### src/hw/fan_enh_cfg_defs.vh
// constants for the enhanced fan configuration register block
// assumes inclusion by bare name from the design files
`ifndef FAN_ENH_CFG_DEFS_VH
`define FAN_ENH_CFG_DEFS_VH

// --------------------------------------------------------------------------
// register map (byte addresses on the apb word bus)
// --------------------------------------------------------------------------
`define ENH_CFG_IDX 8'h45
`define ENH_CFG_ADDR 12'h114
`define FAN_CFG_IDX 8'h4a
`define FAN_CFG_ADDR 12'h128
`define TEMP_LO_ADDR 12'h200
`define DUTY_CTRL_ADDR 12'h204
`define DUTY_STAT_ADDR 12'h208

// --------------------------------------------------------------------------
// fan_enhanced_config fields
// --------------------------------------------------------------------------
`define ENH_RSVD_BIT 7
`define ENH_FILT_BIT 6
`define ENH_TRES_BIT 5
`define ENH_FINE_BIT 4
`define ENH_USF_BIT 3
`define ENH_RATE_HI 2
`define ENH_RATE_LO 1
`define ENH_SMEN_BIT 0
`define ENH_RESET 8'h00
`define ENH_WR_MASK 8'h7f
`define ENH_LOCK_MASK 8'h07

// --------------------------------------------------------------------------
// fan configuration (only the programming enable lives here)
// --------------------------------------------------------------------------
`define FAN_PGM_BIT 5
`define FAN_CFG_RESET 8'h20

// --------------------------------------------------------------------------
// duty control register fields
// --------------------------------------------------------------------------
`define DCTL_FREQ_BIT 0
`define DCTL_SPIN_BIT 1
`define DCTL_CRIT_BIT 2
`define DCTL_TGT_LO 8
`define DCTL_TGT_HI 15

// --------------------------------------------------------------------------
// timing: ramp step times in microseconds, clock 20 MHz
// --------------------------------------------------------------------------
`define CLK_HZ 20000000
`define STEP0_US 23000
`define STEP1_US 46000
`define STEP2_US 910000
`define STEP3_US 182000
`define STEP0_CYC (`STEP0_US * (`CLK_HZ / 1000000))
`define STEP1_CYC (`STEP1_US * (`CLK_HZ / 1000000))
`define STEP2_CYC (`STEP2_US * (`CLK_HZ / 1000000))
`define STEP3_CYC (`STEP3_US * (`CLK_HZ / 1000000))

`endif

### src/hw/duty_ramp.v
// duty-cycle smoothing engine: walks the applied duty toward a target
// assumes a step tick and control levels from the register block
`timescale 1ns/1ps
`include "fan_enh_cfg_defs.vh"

module duty_ramp #(
  parameter WIDTH = 8
) (
  input wire clk_i,
  input wire rst_b_i,
  input wire ce_i,
  input wire smooth_i,
  input wire tick_i,
  input wire [WIDTH-1:0] target_i,
  output reg [WIDTH-1:0] duty_o
);

  always @(posedge clk_i or negedge rst_b_i) begin
    if (!rst_b_i) begin
      duty_o <= {WIDTH{1'b0}};
    end else if (ce_i) begin
      if (!smooth_i) begin
        duty_o <= target_i;
      end else if (tick_i && duty_o < target_i) begin
        duty_o <= duty_o + {{(WIDTH-1){1'b0}}, 1'b1};
      end else if (tick_i && duty_o > target_i) begin
        duty_o <= duty_o - {{(WIDTH-1){1'b0}}, 1'b1};
      end
    end
  end

endmodule // duty_ramp

### src/hw/fan_enhanced_config_register.v
// enhanced fan configuration register with apb slave and smoothing control
// assumes apb master on clk_i; temperature and spin/crit status from fan core
`timescale 1ns/1ps
`include "fan_enh_cfg_defs.vh"

module fan_enhanced_config_register #(
  parameter STEP0 = `STEP0_CYC,
  parameter STEP1 = `STEP1_CYC,
  parameter STEP2 = `STEP2_CYC,
  parameter STEP3 = `STEP3_CYC
) (
  input wire clk_i,
  input wire rst_b_i,
  input wire ce_i,
  input wire psel_i,
  input wire penable_i,
  input wire pwrite_i,
  input wire [11:0] paddr_i,
  input wire [31:0] pwdata_i,
  output reg [31:0] prdata_o,
  output reg pready_o,
  output reg pslverr_o,
  input wire [7:0] temp_lo_raw_i,
  input wire filter_active_i,
  input wire spin_up_i,
  input wire crit_override_i,
  output reg filtered_temp_bits_enable_o,
  output reg table_temp_resolution_ext_o,
  output reg fine_duty_resolution_o,
  output reg setpoint_unsigned_format_o,
  output reg [7:0] temp_lo_o,
  output reg [7:0] duty_o
);

  // --------------------------------------------------------------------------
  // reset release
  // --------------------------------------------------------------------------
  reg rst_s1_reg;
  reg rst_s2_reg;
  wire rst_b;

  always @(posedge clk_i or negedge rst_b_i) begin
    if (!rst_b_i) begin
      rst_s1_reg <= 1'b0;
      rst_s2_reg <= 1'b0;
    end else begin
      rst_s1_reg <= 1'b1;
      rst_s2_reg <= rst_s1_reg;
    end
  end
  assign rst_b = rst_s2_reg;

  // --------------------------------------------------------------------------
  // pin synchronisers for status inputs
  // --------------------------------------------------------------------------
  reg [2:0] spin_sync_reg;
  reg [2:0] crit_sync_reg;
  reg spin_reg;
  reg crit_reg;

  always @(posedge clk_i or negedge rst_b) begin
    if (!rst_b) begin
      spin_sync_reg <= 3'h0;
      crit_sync_reg <= 3'h0;
      spin_reg <= 1'b0;
      crit_reg <= 1'b0;
    end else if (ce_i) begin
      spin_sync_reg <= {spin_sync_reg[1:0], spin_up_i};
      crit_sync_reg <= {crit_sync_reg[1:0], crit_override_i};
      // a change counts only once stages two and three agree
      if (spin_sync_reg[1] == spin_sync_reg[2]) begin
        spin_reg <= spin_sync_reg[2];
      end
      if (crit_sync_reg[1] == crit_sync_reg[2]) begin
        crit_reg <= crit_sync_reg[2];
      end
    end
  end

  // --------------------------------------------------------------------------
  // apb decode
  // --------------------------------------------------------------------------
  reg [7:0] enh_reg;
  reg [7:0] fan_cfg_reg;
  reg [7:0] target_reg;
  reg freq_22k_reg;
  wire [7:0] ramp_duty;

  wire access = psel_i && penable_i && !pready_o;
  wire wr = access && pwrite_i;
  wire pgm_en = fan_cfg_reg[`FAN_PGM_BIT];

  function addr_known;
    input [11:0] a;
    begin
      addr_known = (a == `ENH_CFG_ADDR) || (a == `FAN_CFG_ADDR) ||
                   (a == `TEMP_LO_ADDR) || (a == `DUTY_CTRL_ADDR) ||
                   (a == `DUTY_STAT_ADDR);
    end
  endfunction

  // --------------------------------------------------------------------------
  // register writes
  // --------------------------------------------------------------------------
  reg [7:0] enh_next;
  reg [7:0] wmask;

  always @* begin
    // locked fields keep their value; bit 7 never stores
    wmask = pgm_en ? `ENH_WR_MASK : (`ENH_WR_MASK & ~`ENH_LOCK_MASK);
    enh_next = (enh_reg & ~wmask) | (pwdata_i[7:0] & wmask);
  end

  always @(posedge clk_i or negedge rst_b) begin
    if (!rst_b) begin
      enh_reg <= `ENH_RESET;
      fan_cfg_reg <= `FAN_CFG_RESET;
      target_reg <= 8'h00;
      freq_22k_reg <= 1'b0;
    end else if (ce_i && wr) begin
      if (paddr_i == `ENH_CFG_ADDR) begin
        enh_reg <= enh_next;
      end else if (paddr_i == `FAN_CFG_ADDR) begin
        fan_cfg_reg <= pwdata_i[7:0] & 8'h3f;
      end else if (paddr_i == `DUTY_CTRL_ADDR) begin
        freq_22k_reg <= pwdata_i[`DCTL_FREQ_BIT];
        if (pgm_en) begin
          target_reg <= pwdata_i[`DCTL_TGT_HI:`DCTL_TGT_LO];
        end
      end
    end
  end

  // --------------------------------------------------------------------------
  // apb read and answer (one wait state: ready in the access cycle's next)
  // --------------------------------------------------------------------------
  always @(posedge clk_i or negedge rst_b) begin
    if (!rst_b) begin
      prdata_o <= 32'h00000000;
      pready_o <= 1'b0;
      pslverr_o <= 1'b0;
    end else if (ce_i) begin
      pready_o <= access;
      pslverr_o <= access && !addr_known(paddr_i);
      prdata_o <= 32'h00000000;
      if (access && !pwrite_i) begin
        if (paddr_i == `ENH_CFG_ADDR) begin
          prdata_o <= {24'h000000, 1'b0, enh_reg[6:0]};
        end else if (paddr_i == `FAN_CFG_ADDR) begin
          prdata_o <= {24'h000000, fan_cfg_reg};
        end else if (paddr_i == `TEMP_LO_ADDR) begin
          prdata_o <= {24'h000000, temp_lo_o};
        end else if (paddr_i == `DUTY_CTRL_ADDR) begin
          prdata_o <= {16'h0000, target_reg, 5'h00, crit_reg, spin_reg,
                       freq_22k_reg};
        end else if (paddr_i == `DUTY_STAT_ADDR) begin
          prdata_o <= {24'h000000, duty_o};
        end
      end
    end
  end

  // --------------------------------------------------------------------------
  // ramp step timer
  // --------------------------------------------------------------------------
  reg [24:0] step_cnt_reg;
  reg tick_reg;
  reg [24:0] step_len;

  always @* begin
    case (enh_reg[`ENH_RATE_HI:`ENH_RATE_LO])
      2'b00: step_len = STEP0[24:0];
      2'b01: step_len = STEP1[24:0];
      2'b10: step_len = STEP2[24:0];
      default: step_len = STEP3[24:0];
    endcase
  end

  wire smooth = enh_reg[`ENH_SMEN_BIT] && freq_22k_reg &&
                !spin_reg && !crit_reg;

  always @(posedge clk_i or negedge rst_b) begin
    if (!rst_b) begin
      step_cnt_reg <= 25'h0000000;
      tick_reg <= 1'b0;
    end else if (ce_i) begin
      tick_reg <= 1'b0;
      if (!smooth || step_cnt_reg + 25'h0000001 >= step_len) begin
        step_cnt_reg <= 25'h0000000;
        tick_reg <= smooth;
      end else begin
        step_cnt_reg <= step_cnt_reg + 25'h0000001;
      end
    end
  end

  duty_ramp #(
    .WIDTH(8)
  ) u_ramp (
    .clk_i(clk_i),
    .rst_b_i(rst_b),
    .ce_i(ce_i),
    .smooth_i(smooth),
    .tick_i(tick_reg),
    .target_i(target_reg),
    .duty_o(ramp_duty)
  );

  // --------------------------------------------------------------------------
  // registered outputs
  // --------------------------------------------------------------------------
  wire fine = enh_reg[`ENH_FINE_BIT] && freq_22k_reg;

  always @(posedge clk_i or negedge rst_b) begin
    if (!rst_b) begin
      filtered_temp_bits_enable_o <= 1'b0;
      table_temp_resolution_ext_o <= 1'b0;
      fine_duty_resolution_o <= 1'b0;
      setpoint_unsigned_format_o <= 1'b0;
      temp_lo_o <= 8'h00;
      duty_o <= 8'h00;
    end else if (ce_i) begin
      filtered_temp_bits_enable_o <= enh_reg[`ENH_FILT_BIT];
      table_temp_resolution_ext_o <= enh_reg[`ENH_TRES_BIT];
      fine_duty_resolution_o <= fine;
      setpoint_unsigned_format_o <= enh_reg[`ENH_USF_BIT];
      temp_lo_o <= temp_lo_raw_i;
      if (!(enh_reg[`ENH_FILT_BIT] && filter_active_i)) begin
        temp_lo_o[4:3] <= 2'b00;
      end
      // coarse mode keeps only the 16-step upper nibble
      duty_o <= fine ? ramp_duty : {ramp_duty[7:4], 4'h0};
    end
  end

endmodule // fan_enhanced_config_register

### config.mk
export PLATFORM = sky130hd
export DESIGN_NAME = fan_enhanced_config_register
export DESIGN_NICKNAME = d
export VERILOG_FILES = /design/src/hw/duty_ramp.v /design/src/hw/fan_enhanced_config_register.v
export VERILOG_INCLUDE_DIRS = /design/src /design/src/hw
export SDC_FILE = /design/constraint.sdc
export NUM_CORES = 1
export LEC_CHECK = 0
export BUFFER_PORTS_ARGS = -buffer_cell sky130_fd_sc_hd__buf_2
export CORE_ASPECT_RATIO = 0.75
export CORE_MARGIN = 4
export CORE_UTILIZATION = 45
export DETAILED_ROUTE_END_ITERATION = 8
export PLACE_DENSITY = 0.63
export SLEW_MARGIN = 0
export SYNTH_ARGS = -nofsm -noshare
export SYNTH_HDL_FRONTEND = slang
export SYNTH_SLANG_ARGS = --single-unit
export TNS_END_PERCENT = 30
### constraint.sdc
create_clock -name clk_i -period 4.3 [get_ports clk_i]
set_input_delay 0.645 -clock clk_i [delete_from_list [all_inputs] [get_ports clk_i]]
set_output_delay 0.645 -clock clk_i [all_outputs]
set_load 0.01 [all_outputs]
# Word level (Yosys, flattened, before mapping)
# Cells that the tools add are included.
[totals]
regBits = 121
latch_bits = 0
mem_bits_rw = 0
mem_bits_ro = 0
output_inout_bits = 54
n_memories = 0
[op_classes]
add_sub_neg = 3
mul = 0
n_div = 0
n_lt_le_gt_ge = 3
n_eq_ne = 10
shift = 0
muxes = 15
n_bitwise = 6
reduce_logical = 32
[op_table]
columns = ["op", "n"]
rows = [
  ["$mux 16", 5],
  ["$pmux 25 s3", 1],
  ["$eq 12x10->1 const B", 3],
  ["$mux 8", 4],
  ["$add 25x1->25 const B", 1],
  ["$ge 25x25->1", 1],
  ["$mux 25", 1],
  ["$eq 12x9->1 const B", 2],
  ["$logic_and 1x1->1", 13],
  ["$add 8x1->8 const B", 1],
  ["$and 8x7->8", 1],
  ["$and 8x8->8", 1],
  ["$gt 8x8->1", 1],
  ["$lt 8x8->1", 1],
  ["$not 7->8", 1],
  ["$or 8x8->8", 1],
  ["$reduce_and 2->1", 4],
  ["$sub 8x1->8 const B", 1],
  ["$logic_not 1->1", 6],
  ["$logic_or 1x1->1", 5],
  ["$reduce_and 5->1", 1],
  ["$mux 4", 1],
  ["$reduce_and 4->1", 1],
  ["$mux 3", 1],
  ["other kinds (9)", 11],
]

# Longest topological paths before layout
# Gate-level depths: netlist of the first run.
[logic_depth]
ltp_word = 7
mapped_depth = 16
depth_no_buf = 16

# By module
# Synthesis of the first run repeated with hierarchy kept, for this count alone.
[unflattened]
hier_cells = 589
hier_area_um2 = 6134.6
[modules_own_cells]
columns = ["module", "instances", "cells_per_inst", "area_per_inst_um2"]
rows = [
  ["fan_enhanced_config_register", 1, 475, 5171.2],
  ["duty_ramp", 1, 114, 963.4],
]

# Worst setup path after synthesis of the first run
# OpenSTA, ideal clock, no wires.
[synth_timing]
path_type = "register -> register"
startpoint = "reg step_cnt_reg[3]"
endpoint = "reg step_cnt_reg[10]"
setup_time_ns = 0.092
t_arrival_ns = 3.384
path_slack_ns = 0.824
path_stages_with_launch = 17
cell_sequence = "dfrtp_1 buf_2 and4_1 nand3_1 nor2_1 inv_1 or4_1 xnor2_1 ha_1 or4_1 mux2i_1 o21a_1 o31ai_2 a211oi_4 nand2_4 buf_6 o31ai_2"
[synth_via]
elab_chain_cells = 4
[synth_rtl]
columns = ["element", "line", "text"]
rows = [
  ["start: declaration", "fan_enhanced_config_register.v:166", "reg [24:0] step_cnt_reg;"],
  ["start signal: assignment", "fan_enhanced_config_register.v:192", "step_cnt_reg <= step_cnt_reg + 25'h0000001;"],
  ["$add 25x1->25 *", "fan_enhanced_config_register.v:188, fan_enhanced_config_register.v:192", ""],
  ["$ge 25x25->1", "fan_enhanced_config_register.v:188", "if (!smooth || step_cnt_reg + 25'h0000001 >= step_len) begin"],
  ["$logic_or 1x1->1", "fan_enhanced_config_register.v:188", ""],
  ["$mux 25 *", "fan_enhanced_config_register.v:188", ""],
]
# Every way passes the cells marked *; elsewhere a longest branch is shown, timed or not.
# A chain may end at the register's enable or synchronous reset.

# Worst setup path after layout of the first run
[layout_timing]
startpoint = "reg step_cnt_reg[2]"
endpoint = "reg step_cnt_reg[7]"
# The elaborated chain is that of the path after synthesis.

==> flow_summary_export.csv, run 1 <==
group,metric,value,unit
sta,share_of_the_clock_period_used_by_the_worst_path_after_layout,0.920,
routing,route.final.wire_length,14200,um
sta,worst_hold_slack,59.6,ps
pwr,power.combinational.fraction,0.055,
sta,layout_setup_ws,346,ps
pwr,switching_share,0.245,
sta,maxClockFrequency,0.253,GHz
synth,synth_sequential_area_ratio,0.445,
clocking,clkTransAtPathRegs,70,ps
synth,yosys_synthesis_warning_count,0,
clocking,post-cts-setup-buffer-count,0,
clocking,cts_buffers,9,
placed_design,buffer_ports.inserted,81,
synth,most_common_cell_in_the_synthesized_netlist,"sky130_fd_sc_hd__dfrtp_1",
floorplanning,floorplan.die.width,140,um
critical_path,crit_path_category,"reg2reg",
sta,maxSlewViolCount,0,
floorplanning,fp.dieArea,0.0149,mm2
floorplanning,io-pin-count,115,
sta,fin_tns_setup,0,ps
critical_path,cp-endpoint,"step_cnt_reg[7]",
routing,wirelength_per_cell,17.1,um
placed_design,place_worst_setup_slack,308,ps
routing,initialDrtViolationCount,280,
cells_and_area,largest_register_ff_count,25,
synth,synth.cells.most_frequent,"sky130_fd_sc_hd__dfrtp_1 (103), sky130_fd_sc_hd__nand2_1 (54), sky130_fd_sc_hd__mux2_2 (39)",
clocking,clock_path_buffers,2,
synth,synth-edff-count,0,
critical_path,setup.worst_path.start_class,"register",
placed_design,place_inst,811,
synth,synth.lib_cells_used.distinct,62,
global_routing,maximum_number_of_pins_on_one_net_before_global_route_repair,76,
critical_path,critical_path.startpoint,"step_cnt_reg[2]",
global_routing,grt_usage,0.191,
pwr,cellPowerDensity,292,mW/mm2
critical_path,worst-endpoint-required,4550,ps
pwr,leakagePower,3.07,nW
pwr,seq_power_share,0.535,
critical_path,crit-reg2reg-capture,"step_cnt_reg[7]",
routing,dr.pass1.iters,4,
cells_and_area,final_cells,827,
cells_and_area,finalInstanceArea,0.00665,mm2
sta,report.final.setup_viol,0,
synth,syn-cell-area,0.00586,mm2
clocking,clock_tree.root_cell,"sky130_fd_sc_hd__clkbuf_16",
routing,drt-vias-per-instance,5.56,
floorplanning,chipHeight,107,um
synth,synth.top_cells.by_area,"sky130_fd_sc_hd__dfrtp_1 (44%), sky130_fd_sc_hd__mux2_2 (7.5%), sky130_fd_sc_hd__ha_1 (7.1%)",
sta,worst-slew-pin-transition,1210,ps
sta,final.min_clock_period,3950,ps
cells_and_area,nNetsFinal,751,
global_routing,grt_antenna_before_repair,0,
sta,hold_violations,0,
cells_and_area,layout_area_growth_over_synthesis,13.5,%
synth,fraction_of_synthesis_flops_using_an_asynchronous_set_or_reset_pin,1.00,
critical_path,cp-end-kind,"register",
sta,grt_setup_unrepaired,"false",
floorplanning,core_region_area,0.0125,mm2
global_routing,global_route_wire_length_before_repair,23100,um
pwr,internal-power,1.46,mW
cells_and_area,fillerInstances,1161,
floorplanning,num_rows,35,
global_routing,grt.overflow.total,0,
floorplanning,starting_utilization_of_the_core_area,0.468,
cells_and_area,drive_above_1_share,0.244,
sta,layout_skew,12.2,ps
run,cap_viol_max_count,0,
critical_path,timing.critical_path.arrival,4210,ps
cells_and_area,antenna-diode-count,0,
placed_design,routabilityCongestion,0.861,
routing,via_count,4601,
routing,route.antenna.remaining_nets,0,
synth,synth_cells,579,
critical_path,r2r_slack,350,ps
hold_path,min_path_type,"in2async",
pwr,power_switching,0.475,mW
synth,synthDominantCellAreaShare,0.440,
synth,synth_top_flop_cell,"sky130_fd_sc_hd__dfrtp_1",
synth,post_synthesis_register_bit_count,104,
placed_design,postPlaceCellArea,0.00636,mm2
synth,cell_type_with_the_largest_total_area_after_synthesis,"sky130_fd_sc_hd__dfrtp_1",
clocking,cts_tree,"done",
placed_design,place_hpwl,10300,um
synth,synth_area_per_cell,10.1,um2
critical_path,crit-reg2reg-launch,"step_cnt_reg[2]",
routing,drcViolationCount,0,
global_routing,grt_pass1_vias,4541,
sta,worst_relative_slew_slack,0.187,
clocking,clock_sink_count,104,
pwr,vdd.ir_drop.worst,0.199,mV
outcome,run_status,"finished, final reports clean",
cells_and_area,utilization,0.531,
clocking,h-tree-depth,3,
pwr,post-layout-total-power,1.94,mW
critical_path,worst-path-max-fanout,15,
clocking,clock_insertion_delay_worst_skew,350,ps
pwr,p_clk_frac,0.409,
critical_path,timing.reg2reg.worst_path_depth,14,
==> timing repair <==
action | in CTS | in global routing
hold buffers | 0 | 0
gates resized for setup | 0 | 1
endpoints found under the setup margin | 0 | 3
==> worst max-delay path, stage by stage (launching register included) <==
cell,delay [ps]
sky130_fd_sc_hd__dfrtp_1,490
sky130_fd_sc_hd__and4_1,250
sky130_fd_sc_hd__nand3_1,190
sky130_fd_sc_hd__nor2_2,250
sky130_fd_sc_hd__inv_1,100
sky130_fd_sc_hd__or4_1,420
sky130_fd_sc_hd__xnor2_1,160
sky130_fd_sc_hd__ha_1,220
sky130_fd_sc_hd__or4_1,490
sky130_fd_sc_hd__mux2i_1,190
sky130_fd_sc_hd__o21a_1,160
sky130_fd_sc_hd__o31ai_2,100
sky130_fd_sc_hd__a211oi_4,300
sky130_fd_sc_hd__nand2_4,200
sky130_fd_sc_hd__o311ai_1,340
==> cells by family (layout without fill, tap and decap cells) <==
logic type	Yosys count	after routing	share of synthesized area
and+or+nand+nor	169	169	0.150
AOI/OAI and AO/OA	132	132	0.156
DFF	104	104	0.445
buffers and inverters	75	142	0.0628
muxes	42	42	0.0801
adders and majority gates	34	34	0.0739
xor gates and xnor gates	21	21	0.0314
other	2	17	0.00128
==> layer usage <==
metal | track usage | part of all wire
met5 | 0 | 0
met4 | 0.0401 | 0.0085
met3 | 0.0406 | 0.046
met2 | 0.286 | 0.44
met1 | 0.288 | 0.50
==> final cells by class <==
cell class	instances	area [um2]	area share
clock buffer	10	239	0.0359
timing repair buffer	88	458	0.0689
clock inverter	6	50.0	0.00753
inverter	38	143	0.0215
multi-input combinational	415	2940	0.443
tap	166	208	0.0312
sequential	104	2610	0.392
==> cell usage in the layout, fill, tap and decap left out, types with 3 or more instances in the layout <==
cell type	instances
sky130_fd_sc_hd__dfrtp_1	102
sky130_fd_sc_hd__buf_2	81
sky130_fd_sc_hd__nand2_1	54
sky130_fd_sc_hd__mux2_2	39
sky130_fd_sc_hd__inv_1	38
sky130_fd_sc_hd__o21ai_0	34
sky130_fd_sc_hd__ha_1	33
sky130_fd_sc_hd__nand3_1	29
sky130_fd_sc_hd__nor2_1	25
sky130_fd_sc_hd__a21oi_1	25
sky130_fd_sc_hd__xnor2_1	17
sky130_fd_sc_hd__conb_1	17
sky130_fd_sc_hd__a22o_1	12
sky130_fd_sc_hd__nand4_1	9
sky130_fd_sc_hd__a21o_1	9
sky130_fd_sc_hd__a22oi_1	9
sky130_fd_sc_hd__clkbuf_16	9
sky130_fd_sc_hd__or4_1	7
sky130_fd_sc_hd__buf_4	7
sky130_fd_sc_hd__nor4_1	6
sky130_fd_sc_hd__nor2b_1	6
sky130_fd_sc_hd__o2bb2ai_1	6
sky130_fd_sc_hd__nor3_1	5
sky130_fd_sc_hd__a31oi_1	5
sky130_fd_sc_hd__and4_1	4
sky130_fd_sc_hd__xor2_1	4
sky130_fd_sc_hd__or3_1	4
sky130_fd_sc_hd__o31ai_2	4
sky130_fd_sc_hd__o22ai_1	4
sky130_fd_sc_hd__o311ai_1	4
sky130_fd_sc_hd__and3_1	3
sky130_fd_sc_hd__or2_2	3
sky130_fd_sc_hd__mux2i_1	3
sky130_fd_sc_hd__a222oi_1	3
==> worst min-delay path by stage <==
stage	start	cells after the start	slack, ps	endpoint
after CTS	rst_b_i	1	50	rst_b
after global placement	rst_s1_reg	0	340	rst_b
after detailed placement	rst_s1_reg	0	340	rst_b
after global routing	rst_b_i	1	50	rst_b
final	rst_b_i	1	60	rst_b
after floorplan	rst_s1_reg	0	330	rst_b
==> power by group through the flow <==
stage	Combinational, mW	Clock (mW)	Sequential [mW]
after floorplan	0.0653	0	1.05
after global placement	0.104	0	1.06
after detailed placement	0.107	0	1.06
after CTS	0.108	0.822	1.04
after global routing	0.121	0.860	1.05
final	0.107	0.794	1.04
(Power assumes the default switching activity.)
==> run 2: changes to the inputs <==
CORE_UTILIZATION = 28   (was 45)
PLACE_DENSITY = 0.42   (was 0.63)
==> run 2 against run 1 <==
- cell count is 15% higher
- clock-buffer cell count is 2 higher
- clock skew down 2.1 ps
- sequential share of layout area fell by 1.2 points
- non-clock buffer count rose by 8
- largest cell class unchanged
- critical path type unchanged
==> flow_summary_export.csv, run 2 (synthesis gave the netlist of run 1 again) <==
group,metric,value,unit
sta,layout_skew,10.2,ps
critical_path,worst-endpoint-required,4550,ps
sta,report.final.setup_viol,0,
clocking,clock_tree.root_cell,"sky130_fd_sc_hd__clkbuf_16",
critical_path,cp-end-kind,"register",
sta,fin_tns_setup,0,ps
routing,drcViolationCount,0,
pwr,internal-power,1.52,mW
run,cap_viol_max_count,0,
floorplanning,floorplan.die.width,175,um
cells_and_area,largest_register_ff_count,25,
sta,worst_hold_slack,62.1,ps
sta,maxSlewViolCount,0,
placed_design,routabilityCongestion,0.780,
critical_path,setup.worst_path.start_class,"register",
sta,final.min_clock_period,3930,ps
routing,wirelength_per_cell,16.9,um
sta,worst-slew-pin-transition,1060,ps
pwr,power_switching,0.483,mW
floorplanning,io-pin-count,115,
global_routing,global_route_wire_length_before_repair,26000,um
sta,hold_violations,0,
clocking,h-tree-depth,3,
routing,route.final.wire_length,16100,um
pwr,p_clk_frac,0.426,
floorplanning,starting_utilization_of_the_core_area,0.287,
hold_path,min_path_type,"in2async",
sta,maxClockFrequency,0.255,GHz
global_routing,grt.overflow.total,0,
floorplanning,num_rows,45,
cells_and_area,nNetsFinal,759,
clocking,clkTransAtPathRegs,80,ps
pwr,cellPowerDensity,292,mW/mm2
cells_and_area,fillerInstances,2117,
routing,initialDrtViolationCount,330,
outcome,run_status,"finished, final reports clean",
clocking,cts_tree,"done",
cells_and_area,most_common_cell_after_layout_fill_and_taps_aside,"sky130_fd_sc_hd__dfrtp_1",
cells_and_area,drive_above_1_share,0.248,
routing,via_count,4760,
clocking,cts_resized,0,
critical_path,worst-path-max-fanout,15,
pwr,seq_power_share,0.520,
critical_path,timing.critical_path.arrival,4180,ps
global_routing,grt_pass1_vias,4588,
cells_and_area,layout.cells.most_common_list,"sky130_fd_sc_hd__dfrtp_1 (102), sky130_fd_sc_hd__buf_2 (81), sky130_fd_sc_hd__nand2_1 (54), sky130_fd_sc_hd__mux2_2 (39), sky130_fd_sc_hd__inv_1 (38)",
sta,share_of_the_clock_period_used_by_the_worst_path_after_layout,0.914,
placed_design,place_hpwl,11800,um
global_routing,grt_usage,0.138,
floorplanning,fp.dieArea,0.0233,mm2
clocking,post-cts-setup-buffer-count,0,
clocking,clock_path_buffers,2,
sta,worst_relative_slew_slack,0.291,
critical_path,crit_path_category,"reg2reg",
routing,dr.pass1.iters,4,
placed_design,buffer_ports.inserted,81,
clocking,holdBufCountCts,0,
routing,drt-vias-per-instance,5.01,
clocking,cts_buffers,9,
cells_and_area,antenna-diode-count,0,
pwr,power.combinational.fraction,0.054,
cells_and_area,utilization,0.337,
pwr,vdd.ir_drop.worst,0.159,mV
clocking,clock_sink_count,104,
clocking,clock_insertion_delay_worst_skew,350,ps
pwr,switching_share,0.241,
sta,grt_setup_unrepaired,"false",
global_routing,maximum_number_of_pins_on_one_net_before_global_route_repair,78,
floorplanning,chipHeight,133,um
cells_and_area,layout_area_growth_over_synthesis,17.2,%
pwr,leakagePower,3.11,nW
floorplanning,core_region_area,0.0204,mm2
global_routing,grt_antenna_before_repair,0,
routing,route.antenna.remaining_nets,0,
-- run 2: cell count changes in the layout (fill, tap and decap cells not counted) --
cell / delta
sky130_fd_sc_hd__buf_4: +8
sky130_fd_sc_hd__clkinv_2: -1
sky130_fd_sc_hd__nor2_1: +1
sky130_fd_sc_hd__clkinv_4: -2
sky130_fd_sc_hd__inv_8: -1
sky130_fd_sc_hd__clkinvlp_4: +1
sky130_fd_sc_hd__bufinv_16: +1
sky130_fd_sc_hd__clkbuf_1: +2
sky130_fd_sc_hd__nor2_2: -1
-- run 2: final timing paths --
kind	slack [ps]	cells after the start	start	endpoint
worst max-delay path	370	14	step_cnt_reg[3]	step_cnt_reg[4]
worst max register to register	370	14	step_cnt_reg[3]	step_cnt_reg[4]
worst min register to register	360	0	rst_s1_reg	rst_b
min in group clk_i	360	0	rst_s1_reg	rst_b
max in group asynchronous	2740	1	rst_b	fan_cfg_reg[5]
worst min-delay path	60	1	rst_b_i	rst_b
-- run 2: worst max-delay path, cell delays in order, from the launching register on --
cell and delay (ps):
sky130_fd_sc_hd__dfrtp_1 480, sky130_fd_sc_hd__and4_1 270, sky130_fd_sc_hd__nand3_1 220, sky130_fd_sc_hd__nor2_1 230, sky130_fd_sc_hd__inv_1 100, sky130_fd_sc_hd__or4_1 420
sky130_fd_sc_hd__xnor2_1 160, sky130_fd_sc_hd__ha_1 210, sky130_fd_sc_hd__or4_1 470, sky130_fd_sc_hd__mux2i_1 140, sky130_fd_sc_hd__o21a_1 150, sky130_fd_sc_hd__o31ai_2 100
sky130_fd_sc_hd__a211oi_4 290, sky130_fd_sc_hd__nand2_4 210, sky130_fd_sc_hd__o311ai_1 350
-- run 2: cell type report --
cell class	instances	area, um2	area share
multi-input combinational	415	2940	0.429
sequential	104	2610	0.380
timing repair buffer	96	518	0.0755
tap	282	353	0.0514
clock buffer	12	246	0.0359
inverter	38	143	0.0208
clock inverter	4	53.8	0.00784
-- run 2: power by group through the flow --
stage	Clock, mW	Combinational, mW	Sequential (mW)
after floorplan	0	0.0653	1.05
after global placement	0	0.106	1.06
after detailed placement	0	0.108	1.06
after CTS	0.883	0.108	1.04
after global routing	0.919	0.121	1.05
final	0.853	0.107	1.04
-- run 2: layer usage --
metal  global-route usage  vias to the layer above  share of wire
li1                     -                     2231              -
met1                0.215                     2406           0.54
met2                0.197                      113           0.41
met3               0.0321                       10          0.041
met4               0.0244                        0         0.0067
met5                    0                        -              0
-- run 2: metrics by stage --
step,std cells,power [mW],setup slack (ps),cell area [um2]
after global routing,951,2.09,122,6860
after floorplan,594,1.12,824,5910
after detailed placement,935,1.17,434,6560
final,951,2.00,371,6860
after CTS,951,2.03,396,6860
after global placement,935,1.17,491,6560
==> run 3: changes to the inputs <==
PLACE_DENSITY = not set   (was 0.42)
==> run 3 against run 2 <==
- register-to-register slack worse by 50 ps
- core utilization about the same
- sequential cell count unchanged
- wire length down 8.7%
- fmax down 1.3%
- via count down 4.7%
- worst setup slack worse by 51 ps
- clock power up 9.1%
- sequential power about the same
- global-route usage down 1.2 points
- critical path depth down 1
- sequential share of layout area about the same
- critical path type unchanged
- critical endpoint unchanged
- highest routed layer unchanged
==> flow_summary_export.csv, run 3 (synthesis gave the netlist of run 1 again) <==
group,metric,value,unit
outcome,run_status,"finished, final reports clean",
global_routing,grt_antenna_before_repair,0,
floorplanning,io-pin-count,115,
cells_and_area,drive_above_1_share,0.246,
floorplanning,fp.dieArea,0.0233,mm2
clocking,cts_tree,"done",
sta,layout_skew,13.3,ps
global_routing,global_route_wire_length_before_repair,24100,um
sta,hold_violations,0,
pwr,cellPowerDensity,303,mW/mm2
clocking,post-cts-setup-buffer-count,0,
clocking,clkTransAtPathRegs,80,ps
placed_design,place_hpwl,10800,um
routing,drcViolationCount,0,
critical_path,setup.worst_path.start_class,"register",
global_routing,maximum_number_of_pins_on_one_net_before_global_route_repair,71,
clocking,cts_buffers,9,
routing,via_count,4538,
routing,initialDrtViolationCount,360,
global_routing,grt.overflow.total,0,
cells_and_area,layout_area_growth_over_synthesis,17.1,%
clocking,clock_path_buffers,2,
cells_and_area,antenna-diode-count,0,
routing,dr.pass1.iters,5,
sta,share_of_the_clock_period_used_by_the_worst_path_after_layout,0.925,
sta,grt_setup_unrepaired,"false",
cells_and_area,finalInstanceArea,0.00686,mm2
clocking,clock_sink_count,104,
floorplanning,core_region_area,0.0204,mm2
critical_path,timing.reg2reg.worst_path_depth,13,
routing,drt-vias-per-instance,4.80,
critical_path,timing.critical_path.cells,"ha_1 > inv_1 > or3_1 > nor2_1 > xnor2_1 > ha_1 > and4_1 > a221o_1 > a31oi_1 > o31ai_2 > a211oi_4 > nand2_4 > o311ai_1",
sta,final.min_clock_period,3980,ps
hold_path,min_path_type,"in2async",
floorplanning,floorplan.die.width,175,um
critical_path,delay_of_the_slowest_critical_path_stage,500,ps
cells_and_area,most_common_cell_after_layout_fill_and_taps_aside,"sky130_fd_sc_hd__dfrtp_1",
clocking,h-tree-depth,3,
pwr,leakagePower,3.10,nW
placed_design,routabilityCongestion,0.822,
critical_path,worst-path-max-fanout,15,
critical_path,crit-reg2reg-launch,"step_cnt_reg[0]",
floorplanning,chipHeight,133,um
placed_design,buffer_ports.inserted,81,
sta,worst-slew-pin-transition,1200,ps
routing,route.antenna.remaining_nets,0,
sta,worst_relative_slew_slack,0.195,
floorplanning,num_rows,45,
cells_and_area,largest_register_ff_count,25,
critical_path,worst-endpoint-required,4540,ps
critical_path,crit-reg2reg-capture,"step_cnt_reg[4]",
clocking,holdBufCountCts,0,
critical_path,critPathSlowestCell,"sky130_fd_sc_hd__dfrtp_1",
cells_and_area,nNetsFinal,753,
pwr,vdd.ir_drop.worst,0.193,mV
sta,report.final.setup_viol,0,
critical_path,cp_common_cell,"sky130_fd_sc_hd__ha_1",
placed_design,postPlaceCellArea,0.00652,mm2
routing,route.final.wire_length,14700,um
critical_path,cp-end-kind,"register",
critical_path,r2r_slack,320,ps
sta,maxSlewViolCount,0,
routing,wirelength_per_cell,15.5,um
critical_path,crit_path_category,"reg2reg",
critical_path,critical_path.startpoint,"step_cnt_reg[0]",
pwr,post-layout-total-power,2.08,mW
clocking,clock_insertion_delay_worst_skew,360,ps
run,cap_viol_max_count,0,
global_routing,grt_usage,0.126,
global_routing,grt_pass1_vias,4373,
sta,fin_tns_setup,0,ps
floorplanning,starting_utilization_of_the_core_area,0.287,
cells_and_area,layout.cells.most_common_list,"sky130_fd_sc_hd__dfrtp_1 (102), sky130_fd_sc_hd__buf_2 (81), sky130_fd_sc_hd__nand2_1 (54), sky130_fd_sc_hd__mux2_2 (39), sky130_fd_sc_hd__inv_1 (38)",
clocking,clock_tree.root_cell,"sky130_fd_sc_hd__clkbuf_16",
critical_path,timing.critical_path.arrival,4220,ps
sta,maxClockFrequency,0.251,GHz
==> run 3: where the power goes <==
part	switching, mW	leakage (nW)	internal, mW
Clock	0.407	0.161	0.524
Sequential	0.0349	1.41	1.00
Combinational	0.0633	1.53	0.0448
==> run 3: through the flow <==
stage | cells | hold slack, ps | util | setup WS [ps]
finish | 945 | 57.5 | 0.336 | 320
global route | 945 | 44.3 | 0.336 | 50.3
CTS | 945 | 45.5 | 0.336 | 283
detailed placement | 929 | 337 | 0.320 | 321
global placement | 929 | 332 | 0.320 | 393
floorplan | 594 | 331 | - | 824
==> run 3: area by class of cell <==
cell class | count | area [um2]
Inverter | 38 | 143
Sequential cell | 104 | 2610
Clock inverter | 7 | 113
Timing Repair Buffer | 90 | 473
Fill cell | 2093 | 13500
Multi-Input combinational cell | 415 | 2940
Clock buffer | 9 | 225
Tap cell | 282 | 353
==> run 3: worst max path at each step <==
stage	slack, ps	depth (start not counted)	endpoint
4_1_cts	280	14	step_cnt_reg[4]
3_3_place_gp	390	14	step_cnt_reg[4]
5_1_grt	50	13	step_cnt_reg[4]
3_5_place_dp	320	14	step_cnt_reg[4]
6_report	320	13	step_cnt_reg[4]
2_1_floorplan	820	16	step_cnt_reg[10]
==> run 3: per-layer routing <==
layer  global-route usage  wire [um]
met5                    0          0
met1                0.206       8090
met4               0.0218        140
met3               0.0278        548
met2                0.169       5880
==> run 3: repair_timing <==
item,CTS,global route
setup endpoints to repair,0,1
endpoints found under the hold margin,0,0
gates resized for setup,0,1
==> run 3: critical path, delay by kind of cell, from the launching register on <==
| kind | cells | cell delay [ps] |
|---|---|---|
| compound gates | 5 | 1360 |
| xor+xnor | 1 | 170 |
| fa+ha+maj | 2 | 610 |
| buf+inv | 1 | 150 |
| flops | 1 | 500 |
| simple gates | 4 | 1080 |
